==> src/shared/prsc_pkg.sv <==
// Constants and types for the reference switchover control block.
// Assumes an APB slave with 32-bit data and a 40 MHz system clock.
`default_nettype none
package prsc_pkg;
  // Register byte offsets
  localparam logic [11:0] REG_SWITCH_CTRL = 12'h01C;
  localparam logic [11:0] REG_STATUS_SEL  = 12'h020;
  localparam logic [11:0] REG_IRQ_STATUS  = 12'h024;
  localparam logic [11:0] REG_IRQ_MASK    = 12'h028;
  localparam logic [11:0] REG_LIVE_STATE  = 12'h02C;
  // Switchover control field positions
  localparam int BIT_DIFF_MODE  = 0;
  localparam int BIT_PWR_PRI    = 1;
  localparam int BIT_PWR_SEC    = 2;
  localparam int BIT_STAY_SEC   = 3;
  localparam int BIT_AUTO_MODE  = 4;
  localparam int BIT_USE_PIN    = 5;
  localparam int BIT_SEL_SEC    = 6;
  localparam int BIT_NO_DEGLTCH = 7;
  // Reset values
  localparam logic [7:0] SWITCH_CTRL_RST = 8'h00;
  localparam logic [4:0] STATUS_SEL_RST  = 5'h00;
  localparam logic [2:0] IRQ_MASK_RST    = 3'h0;
  // Status selector codes
  localparam logic [4:0] SEL_LOCK_AND = 5'h1A;
  localparam logic [4:0] SEL_VCO_N    = 5'h1B;
  localparam logic [4:0] SEL_REF_USED = 5'h1C;
  localparam logic [4:0] SEL_LOCK_N   = 5'h1D;
  localparam logic [4:0] SEL_HOLD_N   = 5'h1E;
  // Interrupt bit positions
  localparam int IRQ_SWITCHED  = 0;
  localparam int IRQ_PRI_BAD   = 1;
  localparam int IRQ_PRI_GOOD  = 2;
  // Deglitch: reference change waits this long
  localparam int DEGLITCH_NS     = 200;
  localparam int CLK_PERIOD_NS   = 25;
  localparam int DEGLITCH_CYCLES = (DEGLITCH_NS + CLK_PERIOD_NS - 1) / CLK_PERIOD_NS;
  localparam logic [3:0] DEGLITCH_LOAD = 4'(DEGLITCH_CYCLES);
  // Switchover state
  typedef enum logic [2:0] {
    PRSC_ON_PRI  = 3'b001,
    PRSC_MOVING  = 3'b010,
    PRSC_ON_SEC  = 3'b100
  } prsc_state_e;
endpackage
`default_nettype wire

==> src/shared/prsc_if.sv <==
// Interface between the top block and the reference status selector.
// Assumes both ends run on the same clock; signals are plain levels.
`default_nettype none
interface prsc_status_if;
  logic [4:0] sel_code;
  logic       lock_ok;
  logic       sel_ref_ok;
  logic       vco_ok;
  logic       on_primary;
  logic       holdover;
  logic       level_out;
  modport ctrl (output sel_code, output lock_ok, output sel_ref_ok, output vco_ok,
                output on_primary, output holdover, input level_out);
  modport mux  (input sel_code, input lock_ok, input sel_ref_ok, input vco_ok,
                input on_primary, input holdover, output level_out);
endinterface
`default_nettype wire

==> src/hw/prsc_status_mux.sv <==
// Status pin level selector for the upper selector codes.
// Assumes inputs already synchronised to ref_clk.
`default_nettype none
module prsc_status_mux (
  input  wire logic ref_clk,
  input  wire logic sys_rst,
  prsc_status_if.mux st
);
  logic level_reg;
  logic level_next;

  // Decode the selector code into a static level
  always_comb
  begin
    level_next = 1'b0;
    case (st.sel_code)
      prsc_pkg::SEL_LOCK_AND: level_next = st.lock_ok & st.sel_ref_ok & st.vco_ok;
      prsc_pkg::SEL_VCO_N:    level_next = ~st.vco_ok;
      prsc_pkg::SEL_REF_USED: level_next = st.on_primary;
      prsc_pkg::SEL_LOCK_N:   level_next = ~st.lock_ok;
      prsc_pkg::SEL_HOLD_N:   level_next = ~st.holdover;
      default:                level_next = 1'b0;
    endcase
  end

  // Register so the pin never glitches on decode
  always_ff @(posedge ref_clk)
  begin
    if (sys_rst)
      level_reg <= 1'b0;
    else
      level_reg <= level_next;
  end

  assign st.level_out = level_reg;

  property p_lock_and;
    @(posedge ref_clk) disable iff (sys_rst)
    (st.sel_code == prsc_pkg::SEL_LOCK_AND) |=>
      (level_reg == $past(st.lock_ok & st.sel_ref_ok & st.vco_ok));
  endproperty
  a_lock_and: assert property (p_lock_and) else $error("lock AND level wrong");

  property p_ref_used;
    @(posedge ref_clk) disable iff (sys_rst)
    (st.sel_code == prsc_pkg::SEL_REF_USED) |=> (level_reg == $past(st.on_primary));
  endproperty
  a_ref_used: assert property (p_ref_used) else $error("reference used level wrong");

  property p_hold_n;
    @(posedge ref_clk) disable iff (sys_rst)
    (st.sel_code == prsc_pkg::SEL_HOLD_N) |=> (level_reg != $past(st.holdover));
  endproperty
  a_hold_n: assert property (p_hold_n) else $error("holdover level not inverted");
endmodule
`default_nettype wire

==> src/hw/prsc_top.sv <==
// Reference switchover control with APB registers and status pin.
// Assumes status inputs and select pin are asynchronous to ref_clk.
`default_nettype none
module prsc_top (
  input  wire logic        ref_clk,
  input  wire logic        sys_rst,
  input  wire logic        psel,
  input  wire logic        penable,
  input  wire logic        pwrite,
  input  wire logic [11:0] paddr,
  input  wire logic [31:0] pwdata,
  output logic             pready,
  output logic             pslverr,
  output logic      [31:0] prdata,
  input  wire logic        ref_sel_pin,
  input  wire logic        pri_status_in,
  input  wire logic        sec_status_in,
  input  wire logic        vco_status_in,
  input  wire logic        lock_in,
  input  wire logic        holdover_in,
  output logic             use_secondary,
  output logic             pri_power_on,
  output logic             sec_power_on,
  output logic             diff_mode,
  output logic             status_pin,
  output logic             irq
);
  // Two-flop synchronisers for every pin input
  logic [5:0] sync1_reg;
  logic [5:0] sync2_reg;
  always_ff @(posedge ref_clk)
  begin
    if (sys_rst)
    begin
      sync1_reg <= 6'h00;
      sync2_reg <= 6'h00;
    end
    else
    begin
      sync1_reg <= {holdover_in, lock_in, vco_status_in, sec_status_in,
                    pri_status_in, ref_sel_pin};
      sync2_reg <= sync1_reg;
    end
  end
  logic pin_sel, pri_ok, sec_ok, vco_ok, lock_ok, hold_on;
  assign {hold_on, lock_ok, vco_ok, sec_ok, pri_ok, pin_sel} = sync2_reg;

  // Registers
  logic [7:0] ctrl_reg, ctrl_next;
  logic [4:0] ssel_reg, ssel_next;
  logic [2:0] mask_reg, mask_next;
  logic [2:0] stat_reg, stat_next;
  logic [31:0] rdata_reg, rdata_next;
  logic        err_reg, err_next;
  logic [2:0]  events;

  function automatic logic is_mapped(input logic [11:0] a);
    is_mapped = (a == prsc_pkg::REG_SWITCH_CTRL) || (a == prsc_pkg::REG_STATUS_SEL) ||
                (a == prsc_pkg::REG_IRQ_STATUS) || (a == prsc_pkg::REG_IRQ_MASK) ||
                (a == prsc_pkg::REG_LIVE_STATE);
  endfunction

  wire access = psel & penable;
  wire wr_acc = access & pwrite;
  wire rd_acc = access & ~pwrite;

  prsc_pkg::prsc_state_e state_reg, state_next;
  logic       applied_sec_reg, applied_sec_next;
  logic [3:0] dg_cnt_reg, dg_cnt_next;

  // APB decode; zero-wait answers in the access phase
  always_comb
  begin
    ctrl_next  = ctrl_reg;
    ssel_next  = ssel_reg;
    mask_next  = mask_reg;
    rdata_next = rdata_reg;
    err_next   = 1'b0;
    stat_next  = stat_reg;
    if (psel & ~penable)
    begin
      err_next = ~is_mapped(paddr);
      rdata_next = 32'h0000_0000;
      case (paddr)
        prsc_pkg::REG_SWITCH_CTRL: rdata_next = {24'h00_0000, ctrl_reg};
        prsc_pkg::REG_STATUS_SEL:  rdata_next = {27'h000_0000, ssel_reg};
        prsc_pkg::REG_IRQ_STATUS:  rdata_next = {29'h0000_0000, stat_reg};
        prsc_pkg::REG_IRQ_MASK:    rdata_next = {29'h0000_0000, mask_reg};
        prsc_pkg::REG_LIVE_STATE:
          rdata_next = {24'h00_0000, 1'b0, state_reg, hold_on, lock_ok,
                        applied_sec_reg, pri_ok};
        default:                   rdata_next = 32'h0000_0000;
      endcase
    end
    if (wr_acc)
    begin
      case (paddr)
        prsc_pkg::REG_SWITCH_CTRL: ctrl_next = pwdata[7:0];
        prsc_pkg::REG_STATUS_SEL:  ssel_next = pwdata[4:0];
        prsc_pkg::REG_IRQ_MASK:    mask_next = pwdata[2:0];
        default:                   ctrl_next = ctrl_reg;
      endcase
    end
    // Read clears only what setup reported; later events survive
    if (rd_acc && paddr == prsc_pkg::REG_IRQ_STATUS)
      stat_next = (stat_reg & ~rdata_reg[2:0]) | events;
    else
      stat_next = stat_reg | events;
  end

  always_ff @(posedge ref_clk)
  begin
    if (sys_rst)
    begin
      ctrl_reg  <= prsc_pkg::SWITCH_CTRL_RST;
      ssel_reg  <= prsc_pkg::STATUS_SEL_RST;
      mask_reg  <= prsc_pkg::IRQ_MASK_RST;
      stat_reg  <= 3'h0;
      rdata_reg <= 32'h0000_0000;
      err_reg   <= 1'b0;
    end
    else
    begin
      ctrl_reg  <= ctrl_next;
      ssel_reg  <= ssel_next;
      mask_reg  <= mask_next;
      stat_reg  <= stat_next;
      rdata_reg <= rdata_next;
      err_reg   <= err_next;
    end
  end

  assign pready  = 1'b1;
  assign pslverr = access & err_reg;
  assign prdata  = rdata_reg;
  assign irq     = |(stat_reg & mask_reg);

  wire auto_mode = ctrl_reg[prsc_pkg::BIT_AUTO_MODE];
  wire stay_sec  = ctrl_reg[prsc_pkg::BIT_STAY_SEC];

  // Wanted reference from mode bits and the automatic state
  logic want_sec;
  always_comb
  begin
    if (auto_mode)
      want_sec = (state_reg != prsc_pkg::PRSC_ON_PRI);
    else if (ctrl_reg[prsc_pkg::BIT_USE_PIN])
      want_sec = pin_sel;
    else
      want_sec = ctrl_reg[prsc_pkg::BIT_SEL_SEC];
  end

  // Automatic switchover state machine
  always_comb
  begin
    state_next = state_reg;
    events     = 3'h0;
    case (state_reg)
      prsc_pkg::PRSC_ON_PRI:
      begin
        if (auto_mode && !pri_ok)
        begin
          state_next = prsc_pkg::PRSC_MOVING;
          events[prsc_pkg::IRQ_PRI_BAD] = 1'b1;
        end
      end
      prsc_pkg::PRSC_MOVING:
      begin
        state_next = prsc_pkg::PRSC_ON_SEC;
        events[prsc_pkg::IRQ_SWITCHED] = 1'b1;
      end
      prsc_pkg::PRSC_ON_SEC:
      begin
        if (!auto_mode)
          state_next = prsc_pkg::PRSC_ON_PRI;
        else if (pri_ok && !stay_sec)
        begin
          state_next = prsc_pkg::PRSC_ON_PRI;
          events[prsc_pkg::IRQ_PRI_GOOD] = 1'b1;
        end
      end
      default: state_next = prsc_pkg::PRSC_ON_PRI;
    endcase
  end

  // Deglitch: hold the old reference for a settle time before changing
  always_comb
  begin
    applied_sec_next = applied_sec_reg;
    dg_cnt_next      = dg_cnt_reg;
    if (want_sec == applied_sec_reg)
      dg_cnt_next = prsc_pkg::DEGLITCH_LOAD;
    else if (ctrl_reg[prsc_pkg::BIT_NO_DEGLTCH] || dg_cnt_reg == 4'h1)
      applied_sec_next = want_sec;
    else
      dg_cnt_next = dg_cnt_reg - 4'h1;
  end

  always_ff @(posedge ref_clk)
  begin
    if (sys_rst)
    begin
      state_reg       <= prsc_pkg::PRSC_ON_PRI;
      applied_sec_reg <= 1'b0;
      dg_cnt_reg      <= prsc_pkg::DEGLITCH_LOAD;
    end
    else
    begin
      state_reg       <= state_next;
      applied_sec_reg <= applied_sec_next;
      dg_cnt_reg      <= dg_cnt_next;
    end
  end

  assign use_secondary = applied_sec_reg;
  assign diff_mode     = ctrl_reg[prsc_pkg::BIT_DIFF_MODE];
  assign pri_power_on  = auto_mode | ctrl_reg[prsc_pkg::BIT_PWR_PRI];
  assign sec_power_on  = auto_mode | ctrl_reg[prsc_pkg::BIT_PWR_SEC];

  // Status selector on its own module
  prsc_status_if st ();
  assign st.sel_code   = ssel_reg;
  assign st.lock_ok    = lock_ok;
  assign st.sel_ref_ok = applied_sec_reg ? sec_ok : pri_ok;
  assign st.vco_ok     = vco_ok;
  assign st.on_primary = ~applied_sec_reg;
  assign st.holdover   = hold_on;
  assign status_pin    = st.level_out;

  prsc_status_mux u_mux (
    .ref_clk (ref_clk),
    .sys_rst (sys_rst),
    .st      (st.mux)
  );

  property p_power_auto;
    @(posedge ref_clk) disable iff (sys_rst)
    auto_mode |-> (pri_power_on && sec_power_on);
  endproperty
  a_power_auto: assert property (p_power_auto) else $error("auto mode power off");

  property p_manual_reg;
    @(posedge ref_clk) disable iff (sys_rst)
    (!auto_mode && !ctrl_reg[prsc_pkg::BIT_USE_PIN] &&
     ctrl_reg[prsc_pkg::BIT_NO_DEGLTCH]) [*2] |=>
      (applied_sec_reg == $past(ctrl_reg[prsc_pkg::BIT_SEL_SEC]));
  endproperty
  a_manual_reg: assert property (p_manual_reg) else $error("register select ignored");

  property p_manual_pin;
    @(posedge ref_clk) disable iff (sys_rst)
    (!auto_mode && ctrl_reg[prsc_pkg::BIT_USE_PIN] &&
     ctrl_reg[prsc_pkg::BIT_NO_DEGLTCH]) |=> (applied_sec_reg == $past(pin_sel));
  endproperty
  a_manual_pin: assert property (p_manual_pin) else $error("pin select ignored");

  property p_fail_move;
    @(posedge ref_clk) disable iff (sys_rst)
    (auto_mode && state_reg == prsc_pkg::PRSC_ON_PRI && !pri_ok) |=>
      (state_reg == prsc_pkg::PRSC_MOVING) ##1 (state_reg == prsc_pkg::PRSC_ON_SEC);
  endproperty
  a_fail_move: assert property (p_fail_move) else $error("no move on primary fail");

  property p_revert;
    @(posedge ref_clk) disable iff (sys_rst)
    (auto_mode && state_reg == prsc_pkg::PRSC_ON_SEC && pri_ok && !stay_sec) |=>
      (state_reg == prsc_pkg::PRSC_ON_PRI);
  endproperty
  a_revert: assert property (p_revert) else $error("no revert to primary");

  property p_stay;
    @(posedge ref_clk) disable iff (sys_rst)
    (auto_mode && stay_sec && state_reg == prsc_pkg::PRSC_ON_SEC) |=>
      (state_reg == prsc_pkg::PRSC_ON_SEC);
  endproperty
  a_stay: assert property (p_stay) else $error("left secondary while staying");

  property p_deglitch;
    @(posedge ref_clk) disable iff (sys_rst)
    (!ctrl_reg[prsc_pkg::BIT_NO_DEGLTCH] && $changed(applied_sec_reg)) |->
      (applied_sec_reg == $past(want_sec, prsc_pkg::DEGLITCH_CYCLES));
  endproperty
  a_deglitch: assert property (p_deglitch) else $error("deglitch change unexpected");

  property p_mode_manual;
    @(posedge ref_clk) disable iff (sys_rst)
    !auto_mode |=> (state_reg != prsc_pkg::PRSC_MOVING) || $past(auto_mode);
  endproperty
  a_mode_manual: assert property (p_mode_manual) else $error("manual mode switched");
endmodule
`default_nettype wire

==> config.mk <==
export PLATFORM = sky130hd
export DESIGN_NAME = prsc_top
export DESIGN_NICKNAME = d
export VERILOG_FILES = /design/src/shared/prsc_pkg.sv /design/src/shared/prsc_if.sv /design/src/hw/prsc_status_mux.sv /design/src/hw/prsc_top.sv
export SDC_FILE = /design/constraint.sdc
export NUM_CORES = 1
export LEC_CHECK = 0
export BUFFER_PORTS_ARGS = -buffer_cell sky130_fd_sc_hd__buf_2
export CAP_MARGIN = 0
export CORE_MARGIN = 2
export CORE_UTILIZATION = 50
export DETAILED_ROUTE_END_ITERATION = 8
export GPL_ROUTABILITY_DRIVEN = 0
export GPL_TIMING_DRIVEN = 0
export PLACE_DENSITY_LB_ADDON = 0.3
export SLEW_MARGIN = 25
export SYNTH_ARGS = -nofsm -noshare
export SYNTH_HDL_FRONTEND = slang
export SYNTH_SLANG_ARGS = --single-unit
==> constraint.sdc <==
create_clock -name ref_clk -period 2.5 [get_ports ref_clk]
set_input_delay 0.5 -clock ref_clk [delete_from_list [all_inputs] [get_ports ref_clk]]
set_output_delay 0.5 -clock ref_clk [all_outputs]
set_load 0.02 [all_outputs]
Word level (Yosys, flattened, before mapping):

Cells that the tools add are included.

* register bits after elaboration: 73
* output and inout port bits: 40
* word-level logic and storage cells: 88

* add/subtract/negate cells: 1
* eq/ne operators: 18
* multiplexer cells: 16
* bitwise gates (word level): 23
* reductions and logical operators: 18

Operators with widths (count)
* 12-bit by 6-bit equality test with 1-bit output (second input constant): 4
* 8-bit case mux with 5 select lines: 1
* 5-bit equality test (second input constant): 5
* 12-bit by 5-bit equality test with 1-bit output (second input constant): 1
* 3-bit 2-to-1 mux: 4
* 2-bit AND reduction: 5
* 1-bit 2-to-1 mux: 9
* 1-bit inverter: 9
* 3-bit case mux with 3 select lines: 1
* 1-bit AND: 7
* 3-bit AND: 2
* 3-bit OR: 2
* 1-bit logical OR: 5
* 1-bit case mux with 5 select lines: 1
* 4-bit by 1-bit equality test with 1-bit output (second input constant): 1
* 2-bit OR reduction: 2
* 4-bit by 1-bit subtractor with 4-bit output (second input constant): 1
* 3-bit by 1-bit equality test with 1-bit output (second input constant): 1
* 3-bit by 2-bit equality test with 1-bit output (second input constant): 1
* 3-bit equality test (second input constant): 1
* 1-bit logical AND: 3
* 3-bit by 1-bit != test with 1-bit output (second input constant): 1
* 3-bit != test (second input constant): 1
* 3-bit inverter: 1
* other kinds (5): 7

Longest topological paths before layout:

Gate-level depths: netlist of the first run.

* word-level depth: 7
* depth in mapped cells: 6
* mapped depth without buffers: 5

Cells and area by module:

From an unflattened synthesis of the first run, not the netlist that was laid out.

* cell total of the unflattened synthesis: 256
* area total of the unflattened synthesis: 2399.8 µm²

Modules (own cells, without submodules)
* prsc_top: times used 1, cells an instance 245, area each 2298.5 µm², seq. area each 960.9 µm²
* prsc_status_mux: times used 1, cells an instance 11, area each 101.3 µm², seq. area each 20.0 µm²

Least setup slack after synthesis of the first run:

OpenSTA, ideal clock, no wires.

* kind: in2reg
* from: input port paddr[9]
* to: register stat_reg[1]
* library setup time: 116 ps
* arrival: 1722 ps
* required time: 2384 ps
* slack: 662 ps
* stages on the path: 4
* buffers on the path: 0
* cell sequence: nor4_4 > nand4_2 > or4b_1 > a31o_1

* cells in the longest elaborated chain, start to end: 3

RTL lines
* start: declaration: line prsc_top.sv:10 `input wire logic [11:0] paddr,`
* 12-bit by 6-bit equality test with 1-bit output: line prsc_top.sv:105 `if (rd_acc && paddr == prsc_pkg::REG_IRQ_STATUS)`
* 1-bit logical AND: line prsc_top.sv:105
* 3-bit 2-to-1 mux: line prsc_top.sv:105
* end signal: assignment: line prsc_top.sv:127 `stat_reg <= stat_next;`
* end: declaration: line prsc_top.sv:52 `logic [2:0] stat_reg, stat_next;`

Every way passes these cells.
A chain may end at the register's enable or synchronous reset.

Worst setup path in the final report of the first run:

* from: input port paddr[4]
* to: register ssel_reg[4]

* cells in the longest elaborated chain, start to end: 2

RTL lines
* 12-bit by 6-bit equality test with 1-bit output: line prsc_top.sv:97 `case (paddr)`
* 2-bit AND reduction (no line)
* end signal: assignment: line prsc_top.sv:116 `ssel_reg <= prsc_pkg::STATUS_SEL_RST;`
* end signal: assignment: line prsc_top.sv:125 `ssel_reg <= ssel_next;`
* end: declaration: line prsc_top.sv:50 `logic [4:0] ssel_reg, ssel_next;`

Every way passes these cells.

==> reports/qor.yml, run 1 <==
logic_synthesis:
  ys_seq_area_frac: 0.394
  synthArstFlopShare: 0
  syn_area_um2: 2490
  yosysWarningCount: 0
  synthCells: 275
  synth_cell_types: 53
  synth_edf_count: 0
  synth_area_per_cell_um2: 9.05
  synth_flop_cell: "dfxtp_1"
  ys_ff_latch: 49
placement:
  dp_hpwl_um: 4540
  io_buffers: 43
floorplan:
  fp.coreArea_um2: 4750
  rows: 25
  dieArea_um2: 5550
  start_util: 0.523
  die_h_um: 74.5
  die_w_um: 74.5
  ioPinCount: 95
detailed_routing:
  ant_nets: 0
  vias_per_cell: 5.32
  firstDrtPassIters: 4
  wl_met2_um: 2810
  drt_iter0_drc: 146
  wl_um: 5860
  met3_wirelength_um: 461
  m1WireLength_um: 2470
  vias: 2213
  drc_errors: 0
  routedWlPerCell_um: 14.1
  maxUsedRoutingLayer: "met4"
global_route:
  grt_pass1_wl_um: 9240
  grt_max_degree: 15
  grt-ovfl-total: 0
  grt_pass1_vias: 2080
  antenna_found_initial: 0
  grt_usage: 0.221
critical_path:
  cp_cell_sequence: "buf_2, nor4b_1, nand4_1, mux2i_1, nor2_1"
  cp_max_fo: 5
  start_kind: "input port"
  rr_worst_depth: 4
  cp_data_required_time_ns: 2.67
  crit_path_end_kind: "register"
  worst-endpoint-arrival_ns: 2.16
  r2r-end: "dg_cnt_reg[3]"
  r2r-start: "state_reg[0]"
  worstSetupPathType: "in -> reg"
  crit_path_top_delay_cell: "nor4b_1"
  slowest_delay_ns: 0.67
  r2r_slack_ns: 0.61
cts:
  clk_pin_slew_ns: 0.08
  cts_htree_levels: 2
  clockBufferDepth: 2
  cts_made_buffers: 5
  cts_tree: "yes"
  cts_setup_buffers: 0
  cts_hold_buffers: 0
  worstSkewPairLatency_ns: 0.30
  root_buffer: "clkbuf_8"
  cts_resized: 0
  cts_sinks: 49
power_and_ir_drop:
  p_leak_nw: 1.33
  power.density_nw_per_um2: 477
  total_power_w: 0.00141
  ir_worst_vdd_mv: 0.359
min_path:
  holdPathEnd: "sync1_reg[3]"
  hold_path_class: "in -> reg"
  hp-start: "vco_status_in"
  min_delay_path_depth: 2
final_layout:
  final_nets: 405
  drive_above_1_share: 0.269
  syn_to_final_growth_pct: 18.8
  final_common_cell: "dfxtp_1"
  final_cell_mix: "dfxtp_1 (49), buf_2 (46), buf_4 (25), conb_1 (25), nor2_1 (22)"
  n_antenna_cell: 0
sta:
  drv_slew: 0
  post-route-period-util: 0.796
  fmax_mhz: 502
  tightest_slew_ns: 0.743
  hold_violations: 0
  fin_skew_ns: 0.0114
  rsz0062_at_grt: "false"
  setup_violations: 0
  tns_ns: 0
  period_needed_ns: 1.99
  slew_headroom: 0.498
outcome:
  outcome: "completed"
flow_run:
  max-cap-violations: 0
where the power goes:
group	total, W	internal, W	switching, W
clock network	0.000450	0.000194	0.000256
logic	0.000166	0.0000660	0.000100
registers	0.000795	0.000790	0.00000455
total	0.00141	0.00105	0.000361
cells in the mapped netlist (4+ instances only):
library cell,number,share of area
clkbuf_1,9,0.014
nor2b_1,20,0.050
nor2_1,22,0.033
inv_1,7,0.011
nand4_1,8,0.020
mux2i_1,15,0.060
nand2b_1,6,0.015
dfxtp_1,49,0.39
nor3b_1,5,0.015
or2_2,4,0.010
nand3_1,4,0.0080
nor3_1,4,0.0080
a22o_1,8,0.028
a21oi_1,11,0.022
buf_4,25,0.075
o21ai_0,12,0.024
nand2_1,13,0.020
critical path, delay by kind of cell:
family	cells	cell delay (ns)
simple gates	3	1.25
buf+inv	1	0.12
mux	1	0.28
cells by family (layout without fill, tap and decap cells):
| family | after synthesis | after routing | share of synthesized area |
|---|---|---|---|
| AO/OA/AOI/OAI | 50 | 50 | 0.139 |
| XOR/XNOR | 1 | 1 | 0.00352 |
| adder cells (fa/ha/maj) | 2 | 2 | 0.0101 |
| buffers and inverters | 45 | 96 | 0.110 |
| flip-flops | 49 | 49 | 0.394 |
| multiplexers | 16 | 16 | 0.0694 |
| other | 2 | 25 | 0.00302 |
| AND/OR/NAND/NOR | 110 | 110 | 0.270 |
per-stage QoR:
step | area (µm²) | hold WS (ns) | std cells | setup slack, ns | utilization
2_1_floorplan | 2570 | 0.414 | 298 | 0.662 | -
3_3_place_gp | 2870 | 0.416 | 408 | 0.266 | 0.604
3_5_place_dp | 2870 | 0.425 | 408 | 0.239 | 0.604
4_1_cts | 2960 | 0.408 | 416 | 0.551 | 0.622
5_1_grt | 2960 | 0.409 | 416 | 0.446 | 0.622
6_report | 2960 | 0.411 | 416 | 0.509 | 0.622
layout make-up:
cell class,count,area (µm²)
plain buffers,38,248
clock buffers,6,72.6
clock inverters,2,10.0
fillers,448,1800
inverters,7,26.3
multi-input cells,204,1320
flip-flops and latches,49,981
well taps,67,83.8
repair buffers,43,215
worst max-delay path by stage:
stage	from	endpoint	slack (ns)	cells past startpoint
2_1_floorplan	paddr[9]	stat_reg[1]	0.66	4
3_3_place_gp	paddr[4]	ssel_reg[3]	0.27	5
3_5_place_dp	paddr[4]	ssel_reg[4]	0.24	5
4_1_cts	paddr[4]	ssel_reg[4]	0.55	5
5_1_grt	paddr[4]	ssel_reg[0]	0.45	5
6_report	paddr[4]	ssel_reg[4]	0.51	5
per-layer routing:
layer  up-vias  global-route usage
met4         0              0.0952
met3        11              0.0447
met2        93               0.382
li1       1077                   -
met1      1032               0.265
met5         -                   0
(Power assumes the default switching activity.)
==> run 2, diff against run 1 <==
Settings changed: CORE_UTILIZATION 50 to 49.
Clock period 2.5 ns to 2 ns, I/O delays scaled along.
==> run 2 against run 1 <==
Effect of this change:
- clock-buffer cell count increased by 1
- clock power rose by 40%
- setup slack worse by 0.36 ns
- power rose by 30%
- critical path depth stayed put
- sequential power is 25% higher
- clock skew fell by 0.0036 ns
- critical endpoint is now ssel_reg[3]
==> reports/qor.yml, run 2 (same netlist as run 1, synthesis figures left out) <==
floorplan:
  start_util: 0.516  # was 0.523
  ioPinCount: 95  # unchanged
  die_w_um: 75.3  # was 74.5 µm
  die_h_um: 75.3  # was 74.5 µm
  rows: 25  # unchanged
  dieArea_um2: 5660  # was 5550 µm²
  fp.coreArea_um2: 4820  # was 4750 µm²
sta:
  fin_ws_ns: 0.147  # was 0.509 ns
  tightest_slew_ns: 0.703  # was 0.743 ns
  rsz0062_at_grt: "false"  # unchanged
  fmax_mhz: 540
  slew_headroom: 0.525  # was 0.498
  fin_skew_ns: 0.00780  # was 0.0114 ns
  setup_violations: 0  # unchanged
  post-route-period-util: 0.927
  drv_slew: 0  # unchanged
  hold_violations: 0  # unchanged
  period_needed_ns: 1.85
final_layout:
  final_cell_mix: "dfxtp_1 (49), buf_2 (46), buf_4 (25), conb_1 (25), nor2_1 (22)"  # unchanged
  n_antenna_cell: 0  # unchanged
  final_common_cell: "dfxtp_1"  # unchanged
  finish.utilization: 0.618  # was 0.622
  final_nets: 405  # unchanged
  drive_above_1_share: 0.275  # was 0.269
  syn_to_final_growth_pct: 19.8  # was 18.8%
global_route:
  grt-ovfl-total: 0  # unchanged
  grt_pass1_vias: 1878  # was 2080
  grt_pass1_wl_um: 8860  # was 9240 µm
  antenna_found_initial: 0  # unchanged
  grt_usage: 0.211  # was 0.221
  grt_max_degree: 15  # unchanged
cts:
  cts_setup_buffers: 0  # unchanged
  cts_sinks: 49  # unchanged
  root_buffer: "clkbuf_8"  # unchanged
  cts_made_buffers: 5  # unchanged
  clk_pin_slew_ns: 0.08  # about the same
  cts_htree_levels: 2  # unchanged
  clockBufferDepth: 2  # unchanged
  worstSkewPairLatency_ns: 0.30  # about the same
  cts_tree: "yes"  # unchanged
detailed_routing:
  wl_met2_um: 2670  # was 2810 µm
  ant_nets: 0  # unchanged
  vias_per_cell: 5.25  # was 5.32
  vias: 2184  # was 2213
  drt_iter0_drc: 118  # was 146
  wl_um: 5790  # was 5860 µm
  routedWlPerCell_um: 13.9  # was 14.1 µm
  drc_errors: 0  # unchanged
  met3_wirelength_um: 410  # was 461 µm
  m1WireLength_um: 2600  # was 2470 µm
  firstDrtPassIters: 6  # was 4
  maxUsedRoutingLayer: "met4"  # unchanged
critical_path:
  worst-endpoint-arrival_ns: 2.03  # was 2.16 ns
  path_buf_inv: 1  # unchanged
  start_kind: "input port"  # unchanged
  slowest_delay_ns: 0.64  # was 0.67 ns
  crit_path_top_delay_cell: "nor4b_1"  # unchanged
  cp_top_family: "simple AND/OR/NAND/NOR gates"  # unchanged
  worstSetupPathType: "in -> reg"  # unchanged
  rr_worst_depth: 4  # unchanged
  crit_path_end_kind: "register"  # unchanged
  cp_data_required_time_ns: 2.18  # was 2.67 ns
  cp_cell_sequence: "buf_2, nor4b_1, nand4_1, mux2i_1, nor2_1"  # unchanged
  cp_max_fo: 5  # unchanged
  cp.depth: 5  # unchanged
min_path:
  min_delay_path_depth: 2  # unchanged
  hold_path_class: "in -> reg"  # unchanged
outcome:
  outcome: "completed"  # unchanged
power_and_ir_drop:
  p_leak_nw: 1.34  # was 1.33 nW
  ir_worst_vdd_mv: 0.444  # was 0.359 mV
  p_int_w: 0.00138  # was 0.00105 W
  switching_power_w: 0.000448  # was 0.000361 W
  seq_power_share: 0.542  # was 0.563
  swShare: 0.245  # was 0.255
  power_frac_comb: 0.114  # was 0.118
  p_clk_frac: 0.344  # was 0.319
  power.density_nw_per_um2: 615  # was 477 nW/µm²
placement:
  io_buffers: 43  # unchanged
  dp_hpwl_um: 4360  # was 4540 µm
  place_ws_ns: -0.137  # was 0.239 ns
flow_run:
  max-cap-violations: 0  # unchanged
run 2: changes by cell type in the layout (fill, tap and decap cells not counted):
cell | before | now
clkbuf_8 | 5 | 7
clkbuf_1 | 10 | 9
nor3b_1 | 5 | 4
nor3b_2 | 0 | 1
clkinv_2 | 2 | 1
run 2: repair_timing:
item,4_1_cts,5_1_grt
resized for setup,0,1
hold buffers,0,0
endpoints found under the setup margin,0,1
run 2: stage by stage:
step                      setup TNS, ns  instance area [µm²]  total power, W  hold slack (ns)  instances
after global routing                  0                 2980         0.00190            0.297        416
after global placement           -0.430                 2870         0.00122            0.416        408
after floorplan                       0                 2570         0.00116            0.414        298
after CTS                             0                 2970         0.00185            0.299        416
final                                 0                 2980         0.00183            0.305        416
after detailed placement         -0.837                 2870         0.00122            0.426        408
run 2: layer usage:
| metal | track usage | vias to the layer above |
|---|---|---|
| met4 | 0.0760 | 0 |
| met2 | 0.358 | 100 |
| li1 | - | 1073 |
| met3 | 0.0428 | 9 |
| met5 | 0 | - |
| met1 | 0.266 | 1002 |
run 2: power by group through the flow:
| stage | clock (W) | sequential (W) | combinational, W |
|---|---|---|---|
| 2_1_floorplan | 0 | 0.00102 | 0.000144 |
| 3_3_place_gp | 0 | 0.00102 | 0.000203 |
| 3_5_place_dp | 0 | 0.00102 | 0.000205 |
| 4_1_cts | 0.000649 | 0.000993 | 0.000206 |
| 5_1_grt | 0.000682 | 0.000995 | 0.000228 |
| 6_report | 0.000629 | 0.000993 | 0.000208 |
run 2: layout make-up:
type	count	area, µm²
Tap cell	67	83.8
Clock buffer	7	96.3
Fill cell	445	1840
Sequential cell	49	981
Clock inverter	1	5.00
Buffer	38	248
Inverter	7	26.3
Timing Repair Buffer	43	215
Multi-Input combinational cell	204	1320
run 2: path summary, 6_finish.rpt:
kind                     start             to  slack, ns
setup / recovery      paddr[4]    ssel_reg[3]       0.15
hold / removal     ref_sel_pin   sync1_reg[0]       0.31
setup reg to reg  state_reg[0]  dg_cnt_reg[3]       0.25
hold reg to reg   sync1_reg[2]   sync2_reg[2]       0.44
